==> config.mk <==
export PLATFORM = sky130hd
export DESIGN_NAME = alarm_latch_clear_manager
export DESIGN_NICKNAME = d
export VERILOG_FILES = /design/src/alarm_pkg.sv /design/src/alarm_latch_clear_manager.sv /design/src/alarm_slot.sv
export VERILOG_INCLUDE_DIRS = /design/src
export SDC_FILE = /design/constraint.sdc
export NUM_CORES = 1
export LEC_CHECK = 0
export BUFFER_PORTS_ARGS = -buffer_cell sky130_fd_sc_hd__buf_4
export CAP_MARGIN = 20
export CORE_MARGIN = 2
export CORE_UTILIZATION = 54
export CTS_CLUSTER_DIAMETER = 30
export DETAILED_ROUTE_END_ITERATION = 16
export GPL_ROUTABILITY_DRIVEN = 0
export HOLD_SLACK_MARGIN = 0.02
export MAX_ROUTING_LAYER = met4
export PLACE_DENSITY_LB_ADDON = 0.25
export SLEW_MARGIN = 25
export SYNTH_ARGS = -nofsm -noshare
export SYNTH_HDL_FRONTEND = slang
export SYNTH_HIERARCHICAL = 1
export SYNTH_SLANG_ARGS = --single-unit
export TNS_END_PERCENT = 5
==> constraint.sdc <==
create_clock -name pclk -period 3.3 [get_ports pclk]
set_clock_uncertainty 0.05 [all_clocks]
set_input_delay 0.66 -clock pclk [delete_from_list [all_inputs] [get_ports pclk]]
set_output_delay 0.66 -clock pclk [all_outputs]
set_load 0.02 [all_outputs]
==> src/alarm_defines.svh <==
// Behaviour
// - Alarm-reset input clears reset-class alarms
// - Under-voltage holds until power cycle; option bit2 auto-clears
// - Power-cycle-class alarms ignore the alarm-reset input
// - Adjust alarm clears after unplug then good adjust
// - Emergency-stop alarm clears when its input drops
// - Limit alarms clear on reset, servo-off, backing away
// - Memory alarm: startup needs parameter reset, servo-on
// - Encoder temperature warning clears when temperature normal
// - Firmware alarm: write 30 then 28, clears at power-up
// - Processor-failure alarms have no clear path
// - Overload early warning clears by alarm-reset input
`ifndef ALARM_DEFINES_SVH
`define ALARM_DEFINES_SVH

// ----------------------------------------------------------------
// Alarm table
// ----------------------------------------------------------------
`define ALARM_COUNT 40
`define ALARM_IDX_W 6
`define NVM_ALARM_IDX 6'h10
`define ADJ_ALARM_IDX 6'h0B
`define FW_ALARM_IDX 6'h25

// ----------------------------------------------------------------
// Register byte offsets
// ----------------------------------------------------------------
`define OFF_ALARM_LO 8'h00
`define OFF_ALARM_HI 8'h04
`define OFF_ACTIVE 8'h08
`define OFF_PARAM_SEL 8'h0C
`define OFF_FAULT_OPT 8'h10
`define OFF_INT_STATUS 8'h14
`define OFF_INT_MASK 8'h18
`define OFF_FLOW 8'h1C

// ----------------------------------------------------------------
// Fields and reset values
// ----------------------------------------------------------------
`define OPT_UV_AUTO_BIT 2
`define SEL_FIRST_CODE 16'h001E
`define SEL_SECOND_CODE 16'h001C
`define PARAM_RESET_VAL 16'h0000
`define FAULT_OPT_RESET_VAL 16'h0000
`define INT_MASK_RESET_VAL 4'h0
`define INT_NEW_BIT 0
`define INT_CLEARED_BIT 1
`define INT_FW_ARMED_BIT 2
`define INT_ADJ_DONE_BIT 3
`define INT_WIDTH 4
`define ACTIVE_ANY_BIT 16

`endif

==> src/alarm_pkg.sv <==
`include "alarm_defines.svh"
`default_nettype none
package alarm_pkg;
    // ----------------------------------------------------------------
    // Clear classes
    // ----------------------------------------------------------------
    typedef enum logic [10:0] {
        CLS_RESET     = 11'h001,
        CLS_POWER     = 11'h002,
        CLS_UNDERV    = 11'h004,
        CLS_ADJUST    = 11'h008,
        CLS_ESTOP     = 11'h010,
        CLS_LIMIT_FWD = 11'h020,
        CLS_LIMIT_REV = 11'h040,
        CLS_NVM       = 11'h080,
        CLS_AUTO      = 11'h100,
        CLS_FW        = 11'h200,
        CLS_PERM      = 11'h400
    } alarm_class_e;

    typedef enum logic [2:0] {
        ADJ_IDLE    = 3'h1,
        ADJ_UNPLUG  = 3'h2,
        ADJ_RUNNING = 3'h4
    } adj_state_e;

    typedef enum logic [2:0] {
        FW_IDLE  = 3'h1,
        FW_FIRST = 3'h2,
        FW_ARMED = 3'h4
    } fw_state_e;

    typedef logic [11:0] alarm_code_t;
endpackage
`default_nettype wire

==> src/alarm_latch_clear_manager.sv <==
`include "alarm_defines.svh"
`default_nettype none
module alarm_latch_clear_manager
    import alarm_pkg::*;
(
    // Clock and reset
    input wire logic pclk,
    input wire logic presetn,
    // APB slave
    input wire logic psel,
    input wire logic penable,
    input wire logic pwrite,
    input wire logic [7:0] paddr,
    input wire logic [31:0] pwdata,
    output logic [31:0] prdata,
    output logic pready,
    output logic pslverr,
    // Fault causes, one per alarm slot
    input wire logic [`ALARM_COUNT-1:0] alarm_cause,
    // Digital inputs and drive state
    input wire logic alarm_reset_input,
    input wire logic emergency_stop_input,
    input wire logic servo_on,
    input wire logic motion_fwd,
    input wire logic motion_rev,
    // Adjustment and parameter-reset flow
    input wire logic main_io_connector_removed,
    input wire logic auto_adjust_start,
    input wire logic auto_adjust_done,
    input wire logic auto_adjust_ok,
    input wire logic param_reset_done,
    // Alarm outputs
    output logic [`ALARM_COUNT-1:0] alarm_latched,
    output logic alarm_active,
    output logic [11:0] active_alarm_code,
    output logic fw_clear_commit,
    output logic irq
);
    // ----------------------------------------------------------------
    // Alarm table
    // ----------------------------------------------------------------
    function automatic alarm_code_t code_of(input int idx);
        case (idx)
            0: code_of = 12'h001;
            1: code_of = 12'h002;
            2: code_of = 12'h003;
            3: code_of = 12'h004;
            4: code_of = 12'h005;
            5: code_of = 12'h006;
            6: code_of = 12'h007;
            7: code_of = 12'h008;
            8: code_of = 12'h009;
            9: code_of = 12'h010;
            10: code_of = 12'h011;
            11: code_of = 12'h012;
            12: code_of = 12'h013;
            13: code_of = 12'h014;
            14: code_of = 12'h015;
            15: code_of = 12'h016;
            16: code_of = 12'h017;
            17: code_of = 12'h018;
            18: code_of = 12'h019;
            19: code_of = 12'h020;
            20: code_of = 12'h022;
            21: code_of = 12'h023;
            22: code_of = 12'h024;
            23: code_of = 12'h025;
            24: code_of = 12'h026;
            25: code_of = 12'h027;
            26: code_of = 12'h028;
            27: code_of = 12'h029;
            28: code_of = 12'h02D;
            29: code_of = 12'h030;
            30: code_of = 12'h031;
            31: code_of = 12'h035;
            32: code_of = 12'h048;
            33: code_of = 12'h067;
            34: code_of = 12'h083;
            35: code_of = 12'h085;
            36: code_of = 12'h086;
            37: code_of = 12'h099;
            38: code_of = 12'h555;
            39: code_of = 12'h880;
            default: code_of = 12'h000;
        endcase
    endfunction

    function automatic alarm_class_e class_of(input alarm_code_t code);
        case (code)
            12'h003: class_of = CLS_UNDERV;
            12'h004, 12'h011, 12'h024, 12'h025, 12'h026, 12'h027, 12'h028,
            12'h029, 12'h02D, 12'h031, 12'h035: class_of = CLS_POWER;
            12'h012: class_of = CLS_ADJUST;
            12'h013: class_of = CLS_ESTOP;
            12'h014: class_of = CLS_LIMIT_REV;
            12'h015: class_of = CLS_LIMIT_FWD;
            12'h017: class_of = CLS_NVM;
            12'h067: class_of = CLS_AUTO;
            12'h099: class_of = CLS_FW;
            12'h555, 12'h880: class_of = CLS_PERM;
            default: class_of = CLS_RESET;
        endcase
    endfunction

    function automatic logic [`ALARM_IDX_W-1:0] first_set(
        input logic [`ALARM_COUNT-1:0] vec);
        first_set = '0;
        for (int i = `ALARM_COUNT - 1; i >= 0; i--) begin
            if (vec[i]) begin
                first_set = i[`ALARM_IDX_W-1:0];
            end
        end
    endfunction

    // ----------------------------------------------------------------
    // Input edges
    // ----------------------------------------------------------------
    logic reset_in_reg;
    logic servo_on_reg;
    logic reset_edge;
    logic servo_off_edge;
    logic servo_on_edge;

    always_ff @(posedge pclk or negedge presetn) begin
        if (!presetn) begin
            reset_in_reg <= 1'b0;
            servo_on_reg <= 1'b0;
        end else begin
            reset_in_reg <= alarm_reset_input;
            servo_on_reg <= servo_on;
        end
    end

    // A held reset input clears once, so a live fault stays visible
    assign reset_edge = alarm_reset_input && !reset_in_reg;
    assign servo_off_edge = servo_on_reg && !servo_on;
    assign servo_on_edge = servo_on && !servo_on_reg;

    // ----------------------------------------------------------------
    // Registers
    // ----------------------------------------------------------------
    logic [15:0] param_sel_reg;
    logic [15:0] fault_opt_reg;
    logic [`INT_WIDTH-1:0] int_status_reg;
    logic [`INT_WIDTH-1:0] int_mask_reg;
    logic [31:0] rdata_reg;
    logic err_reg;
    logic wr_access;
    logic rd_access;
    logic setup;
    logic mapped;
    logic sel_wr;

    assign setup = psel && !penable;
    assign wr_access = psel && penable && pwrite;
    assign rd_access = psel && penable && !pwrite;
    assign sel_wr = wr_access && paddr == `OFF_PARAM_SEL;
    assign pready = 1'b1;
    assign prdata = rdata_reg;
    assign pslverr = psel && penable && err_reg;

    always_comb begin
        case (paddr)
            `OFF_ALARM_LO, `OFF_ALARM_HI, `OFF_ACTIVE, `OFF_PARAM_SEL,
            `OFF_FAULT_OPT, `OFF_INT_STATUS, `OFF_INT_MASK, `OFF_FLOW: mapped = 1'b1;
            default: mapped = 1'b0;
        endcase
    end

    always_ff @(posedge pclk or negedge presetn) begin
        if (!presetn) begin
            param_sel_reg <= `PARAM_RESET_VAL;
            fault_opt_reg <= `FAULT_OPT_RESET_VAL;
            int_mask_reg <= `INT_MASK_RESET_VAL;
        end else if (wr_access) begin
            if (paddr == `OFF_PARAM_SEL) begin
                param_sel_reg <= pwdata[15:0];
            end
            if (paddr == `OFF_FAULT_OPT) begin
                fault_opt_reg <= pwdata[15:0];
            end
            if (paddr == `OFF_INT_MASK) begin
                int_mask_reg <= pwdata[`INT_WIDTH-1:0];
            end
        end
    end

    // ----------------------------------------------------------------
    // Adjustment flow
    // ----------------------------------------------------------------
    adj_state_e adj_state_reg;
    logic adj_clear;
    logic adj_latched;

    assign adj_latched = alarm_latched[`ADJ_ALARM_IDX];
    assign adj_clear = adj_state_reg == ADJ_RUNNING && auto_adjust_done && auto_adjust_ok;

    always_ff @(posedge pclk or negedge presetn) begin
        if (!presetn) begin
            adj_state_reg <= ADJ_IDLE;
        end else begin
            case (adj_state_reg)
                ADJ_IDLE: begin
                    if (adj_latched && main_io_connector_removed) begin
                        adj_state_reg <= ADJ_UNPLUG;
                    end
                end
                ADJ_UNPLUG: begin
                    if (!adj_latched) begin
                        adj_state_reg <= ADJ_IDLE;
                    end else if (auto_adjust_start && main_io_connector_removed) begin
                        adj_state_reg <= ADJ_RUNNING;
                    end
                end
                ADJ_RUNNING: begin
                    if (auto_adjust_done || !main_io_connector_removed) begin
                        adj_state_reg <= ADJ_IDLE;
                    end
                end
                default: adj_state_reg <= ADJ_IDLE;
            endcase
        end
    end

    // ----------------------------------------------------------------
    // Firmware alarm selector sequence
    // ----------------------------------------------------------------
    fw_state_e fw_state_reg;

    always_ff @(posedge pclk or negedge presetn) begin
        if (!presetn) begin
            fw_state_reg <= FW_IDLE;
        end else if (sel_wr) begin
            case (fw_state_reg)
                FW_IDLE: begin
                    if (pwdata[15:0] == `SEL_FIRST_CODE) begin
                        fw_state_reg <= FW_FIRST;
                    end
                end
                FW_FIRST: begin
                    if (pwdata[15:0] == `SEL_SECOND_CODE) begin
                        fw_state_reg <= FW_ARMED;
                    end else if (pwdata[15:0] != `SEL_FIRST_CODE) begin
                        fw_state_reg <= FW_IDLE;
                    end
                end
                FW_ARMED: fw_state_reg <= FW_ARMED;
                default: fw_state_reg <= FW_IDLE;
            endcase
        end
    end

    // Latch stays set until power-up; the commit flag tells boot logic to drop the cause
    assign fw_clear_commit = fw_state_reg == FW_ARMED;

    // ----------------------------------------------------------------
    // Memory alarm start-up handling
    // ----------------------------------------------------------------
    logic servo_seen_reg;
    logic nvm_start_reg;
    logic nvm_reset_seen_reg;
    logic nvm_start_clear;

    assign nvm_start_clear = nvm_reset_seen_reg && servo_on_edge;

    always_ff @(posedge pclk or negedge presetn) begin
        if (!presetn) begin
            servo_seen_reg <= 1'b0;
            nvm_start_reg <= 1'b0;
            nvm_reset_seen_reg <= 1'b0;
        end else begin
            if (servo_on) begin
                servo_seen_reg <= 1'b1;
            end
            if (alarm_cause[`NVM_ALARM_IDX] && !servo_seen_reg) begin
                nvm_start_reg <= 1'b1;
            end else if (!alarm_latched[`NVM_ALARM_IDX]) begin
                nvm_start_reg <= 1'b0;
            end
            if (nvm_start_reg && param_reset_done) begin
                nvm_reset_seen_reg <= 1'b1;
            end else if (!nvm_start_reg) begin
                nvm_reset_seen_reg <= 1'b0;
            end
        end
    end

    // ----------------------------------------------------------------
    // Alarm slots
    // ----------------------------------------------------------------
    logic [`ALARM_COUNT-1:0] cause_eff;
    logic [`ALARM_COUNT-1:0] latched_reg;

    for (genvar g = 0; g < `ALARM_COUNT; g++) begin : g_slot
        localparam alarm_class_e CLS = class_of(code_of(g));
        // Emergency-stop alarm follows its input directly
        assign cause_eff[g] = (CLS == CLS_ESTOP) ? emergency_stop_input : alarm_cause[g];
        alarm_slot #(
            .CLASS(CLS)
        ) u_slot (
            .pclk(pclk),
            .presetn(presetn),
            .cause(cause_eff[g]),
            .reset_edge(reset_edge),
            .servo_off_edge(servo_off_edge),
            .motion_fwd(motion_fwd),
            .motion_rev(motion_rev),
            .uv_auto(fault_opt_reg[`OPT_UV_AUTO_BIT]),
            .adj_clear(adj_clear),
            .nvm_start_mode(nvm_start_reg),
            .nvm_start_clear(nvm_start_clear),
            .latched(alarm_latched[g])
        );
    end

    // ----------------------------------------------------------------
    // Active code and events
    // ----------------------------------------------------------------
    logic [`INT_WIDTH-1:0] int_set;
    logic adj_done_seen;

    assign adj_done_seen = adj_state_reg == ADJ_RUNNING && auto_adjust_done;
    assign int_set[`INT_NEW_BIT] = |(alarm_latched & ~latched_reg);
    assign int_set[`INT_CLEARED_BIT] = |(latched_reg & ~alarm_latched);
    assign int_set[`INT_FW_ARMED_BIT] = sel_wr && fw_state_reg == FW_FIRST &&
        pwdata[15:0] == `SEL_SECOND_CODE;
    assign int_set[`INT_ADJ_DONE_BIT] = adj_done_seen;

    always_ff @(posedge pclk or negedge presetn) begin
        if (!presetn) begin
            latched_reg <= '0;
            alarm_active <= 1'b0;
            active_alarm_code <= 12'h000;
        end else begin
            latched_reg <= alarm_latched;
            alarm_active <= |alarm_latched;
            active_alarm_code <= (|alarm_latched) ? code_of(int'(first_set(alarm_latched)))
                                                 : 12'h000;
        end
    end

    // Set wins over the read that clears
    always_ff @(posedge pclk or negedge presetn) begin
        if (!presetn) begin
            int_status_reg <= '0;
        end else if (rd_access && paddr == `OFF_INT_STATUS) begin
            int_status_reg <= int_set;
        end else begin
            int_status_reg <= int_status_reg | int_set;
        end
    end

    assign irq = |(int_status_reg & int_mask_reg);

    // ----------------------------------------------------------------
    // Read data, captured in the setup cycle
    // ----------------------------------------------------------------
    logic [63:0] lat_wide;

    assign lat_wide = 64'(alarm_latched);

    always_ff @(posedge pclk or negedge presetn) begin
        if (!presetn) begin
            rdata_reg <= 32'h0000_0000;
            err_reg <= 1'b0;
        end else if (setup) begin
            err_reg <= !mapped;
            case (paddr)
                `OFF_ALARM_LO: rdata_reg <= lat_wide[31:0];
                `OFF_ALARM_HI: rdata_reg <= lat_wide[63:32];
                `OFF_ACTIVE: rdata_reg <= {15'h0000, alarm_active, 4'h0, active_alarm_code};
                `OFF_PARAM_SEL: rdata_reg <= {16'h0000, param_sel_reg};
                `OFF_FAULT_OPT: rdata_reg <= {16'h0000, fault_opt_reg};
                `OFF_INT_STATUS: rdata_reg <= {28'h0000000, int_status_reg | int_set};
                `OFF_INT_MASK: rdata_reg <= {28'h0000000, int_mask_reg};
                `OFF_FLOW: rdata_reg <= {22'h000000, nvm_reset_seen_reg, nvm_start_reg,
                                         1'b0, fw_state_reg, 1'b0, adj_state_reg};
                default: rdata_reg <= 32'h0000_0000;
            endcase
        end
    end
endmodule // alarm_latch_clear_manager
`default_nettype wire

==> src/alarm_slot.sv <==
`include "alarm_defines.svh"
`default_nettype none
module alarm_slot
    import alarm_pkg::*;
#(
    parameter alarm_class_e CLASS = CLS_RESET
) (
    // Clock and reset
    input wire logic pclk,
    input wire logic presetn,
    // Cause and clear events
    input wire logic cause,
    input wire logic reset_edge,
    input wire logic servo_off_edge,
    input wire logic motion_fwd,
    input wire logic motion_rev,
    input wire logic uv_auto,
    input wire logic adj_clear,
    input wire logic nvm_start_mode,
    input wire logic nvm_start_clear,
    // Latched alarm
    output logic latched
);
    logic clear;

    always_comb begin
        case (CLASS)
            CLS_RESET: clear = reset_edge;
            CLS_POWER: clear = 1'b0;
            CLS_UNDERV: clear = uv_auto && !cause;
            CLS_ADJUST: clear = adj_clear;
            CLS_ESTOP: clear = !cause;
            CLS_LIMIT_FWD: clear = reset_edge || servo_off_edge || motion_rev;
            CLS_LIMIT_REV: clear = reset_edge || servo_off_edge || motion_fwd;
            CLS_NVM: clear = nvm_start_mode ? nvm_start_clear : reset_edge;
            CLS_AUTO: clear = !cause;
            CLS_FW: clear = 1'b0;
            CLS_PERM: clear = 1'b0;
            default: clear = 1'b0;
        endcase
    end

    // Cause wins over clear so a live fault re-latches at once
    always_ff @(posedge pclk or negedge presetn) begin
        if (!presetn) begin
            latched <= 1'b0;
        end else begin
            latched <= cause || (latched && !clear);
        end
    end
endmodule // alarm_slot
`default_nettype wire

==> flow_summary.toml <==
[run_status]
status = "finished clean"

[routing]
ant_nets = 0
drc = 0
dr.pass1.iters = 7
avgViaCountPerCell = 6.28
drt-total-wl_mm = 25.0
routedWlPerCell_um = 21.6
vias = 7270
drt-initial-drc-count = 1118

[clock_tree]
cts_tree = "built"
htreeDepth = 4
cts_buffers = 17
clock-sinks = 175
clk_pin_slew_ns = 0.07
cts-root-buf = "clkbuf_16"
post_cts_buffers = 0
clock_path_buffers = 2
clock_latency_ns = 0.43

[logic_synthesis]
synth_top_family_by_area = "compound AO/OA/AOI/OAI gates"
synth.cell_area_um2 = 8100
syn_area_per_cell_um2 = 10.7
yosys_most_used_dff = "dfrtp_1"
syn_inst = 755
synth-xor-area-share_pct = 0.108
muxShareOfSynthArea_pct = 5.50
synth_edf_count = 0
yosysWarnings = 6
synth_cell_types = 66
yosys.area_share.simple_pct = 16.7
synth_top_cell_by_area = "dfrtp_1"
synth_compound_area_share_pct = 17.7
synthAdderAreaFrac_pct = 1.36
yosysTopAreaCellShare_pct = 53.5
ys_ff_latch = 175
syn-num-nets = 858
ys_top_cells_by_area = "dfrtp_1 53%, mux2_2 5.0%, nand2_1 3.0%, inv_1 2.8%, a21o_1 2.7%"
seq_area_frac_synth_pct = 54.1
ys_async_sr_fraction_pct = 100

[cells_and_area]
layout.cells.non_filler = 1158
n_antenna_cell = 0
drive_gt1_share_pct = 29.9
final_net_count = 1064
area_growth_pct = 28.5

[timing]
rsz0062_at_grt = "no"
fin_hold_ws_ns = 0.213
relSlewSlack_pct = 49.9
worstMarginPinSlew_ns = 0.752
fin_crit_sh_pct = 95.8
max_freq_ghz = 0.316
setup_viol = 0
final-hold-violation-count = 0
period_needed_ns = 3.16
setup_tns_ns = 0
drv_slew = 0

[worst_setup_path]
endpoint_kind = "flip-flop"
start_kind = "flip-flop"
cp.required_ns = 3.58
path_class = "flip-flop to flip-flop"
worstPathMaxFanout = 7
cp.arrival_ns = 3.44

[die]
num_io_pins = 184
start_util_pct = 55.5
num_rows = 44
dieArea_um2 = 16000
fp.dieW_um = 126
die_h_um = 126
core-area_um2 = 14600

[power]
ir_drop_mv = 0.342
p_leak_nw = 4.83
powerDensity_nw_per_um2 = 454

[global_routing]
grt-ovfl-total = 0
grt_max_degree = 81
grt_pass1_wl_mm = 38.7
antenna_found_initial = 0
grt_use_total_pct = 32.4
grt_pass1_vias = 7010

[placed_design]
dp.final_hpwl_mm = 18.1
io_buffer_count = 164
dpl.cell_count = 1126

[worst_hold_path]
hp-class = "input port to async pin"

[job]
drv_cap = 0
layer usage:
layer	global-route usage (%)	vias to the layer above	part of all wire, %
li1	-	3169	-
met1	44.7	3554	41
met2	47.9	449	45
met3	6.83	98	10
met4	11.4	0	3.8
met5	-	-	0
cell type report:
| type | count | area [µm²] |
|---|---|---|
| Tap cell | 184 | 230 |
| Fill cell | 1092 | 4190 |
| Sequential cell | 175 | 4380 |
| Timing Repair Buffer | 214 | 1620 |
| Clock inverter | 9 | 111 |
| Multi-Input combinational cell | 492 | 3370 |
| Clock buffer | 23 | 458 |
| Inverter | 61 | 229 |
synthesized netlist by cell type, types with 4 or more instances:
| cell type | instances |
|---|---|
| nor2_1 | 28 |
| nand4_1 | 7 |
| mux2_2 | 36 |
| nor4_1 | 27 |
| o2111ai_1 | 7 |
| a22oi_1 | 17 |
| nand2b_1 | 26 |
| or2_1 | 16 |
| or3_1 | 6 |
| a31oi_1 | 4 |
| nor3_1 | 10 |
| nand3_1 | 4 |
| o21ai_0 | 42 |
| a222oi_1 | 10 |
| a21oi_1 | 15 |
| a21o_1 | 29 |
| a22o_1 | 12 |
| mux2i_1 | 4 |
| ha_1 | 8 |
| o22ai_1 | 13 |
| clkbuf_1 | 16 |
| inv_1 | 61 |
| nand2_1 | 65 |
| o211ai_1 | 5 |
| buf_4 | 5 |
| o21a_1 | 7 |
| or4_1 | 4 |
| buf_2 | 4 |
| nor2b_1 | 21 |
| a221oi_1 | 9 |
| a2111o_1 | 4 |
| dfrtp_1 | 173 |
worst max-delay path, cell delays in order, from the launching register on:
cell and delay [ns]:
dfrtp_1 0.49, nor4_1 0.41, o31ai_1 0.13, a31oi_1 0.33, o21ai_0 0.21, a21oi_1 0.32
buf_4 0.21, ha_1 0.30, nand2b_1 0.18, a21oi_1 0.17, a21oi_1 0.06, o211a_1 0.20
cell usage in the layout (no fill, tap or decap), drive strengths merged, types with 5 or more instances in the layout:
master,Yosys,final
clkinv,0,5
nor2,28,28
inv,61,61
o22ai,13,13
o21a,7,7
o2111ai,7,7
or2,19,19
nand4,8,8
a221oi,9,9
a222oi,10,10
nor4,30,30
a22oi,17,17
or3,6,6
dfrtp,173,173
a21o,29,29
a22o,12,12
mux2,36,36
o21ai,44,44
clkbuf,16,23
nor3,10,10
nor2b,21,21
nand2b,26,26
ha,8,8
buf,11,214
or4,6,6
nand2,65,65
o211ai,5,5
a21oi,15,15
metrics by stage:
stage	power (W)	utilization (%)	instance area, µm²	setup slack, ns
after global routing	0.00487	71.3	10400	0.0243
final	0.00472	71.3	10400	0.140
after floorplan	0.00251	-	8100	0.270
after global placement	0.00278	67.4	9830	0.283
after detailed placement	0.00279	67.4	9830	0.160
after CTS	0.00473	71.3	10400	0.149
report_power, final:
group	switching, W	internal [W]
clock network	0.000831	0.00114
logic	0.000250	0.000206
registers	0.0000889	0.00221
what timing repair did:
action,in CTS,in global routing
resized for setup,0,1
hold buffers,0,0
endpoints found under the setup margin,0,3
cells by family after synthesis:
logic type,Yosys count
buf+inv,88
mux,40
fa+ha+maj,9
xor+xnor,1
simple gates,242
compound gates,198
other cells,2
flops,175
path summary, 6_finish.rpt:
path / startpoint / end / slack [ns] / depth (start not counted)
worst max-delay path: g_slot[30].u_slot/latched / active_alarm_code[3] / 0.14 / 11
worst min-delay path: presetn / g_slot[27].u_slot/latched / 0.21 / 1
worst max register to register: g_slot[30].u_slot/latched / active_alarm_code[3] / 0.14 / 11
worst min register to register: servo_seen_reg / nvm_start_reg / 0.41 / 1
max in group asynchronous: presetn / active_alarm_code[10] / 2.15 / 2
min in group pclk: emergency_stop_input / g_slot[12].u_slot/latched / 0.28 / 1
(Power assumes the default switching activity.)
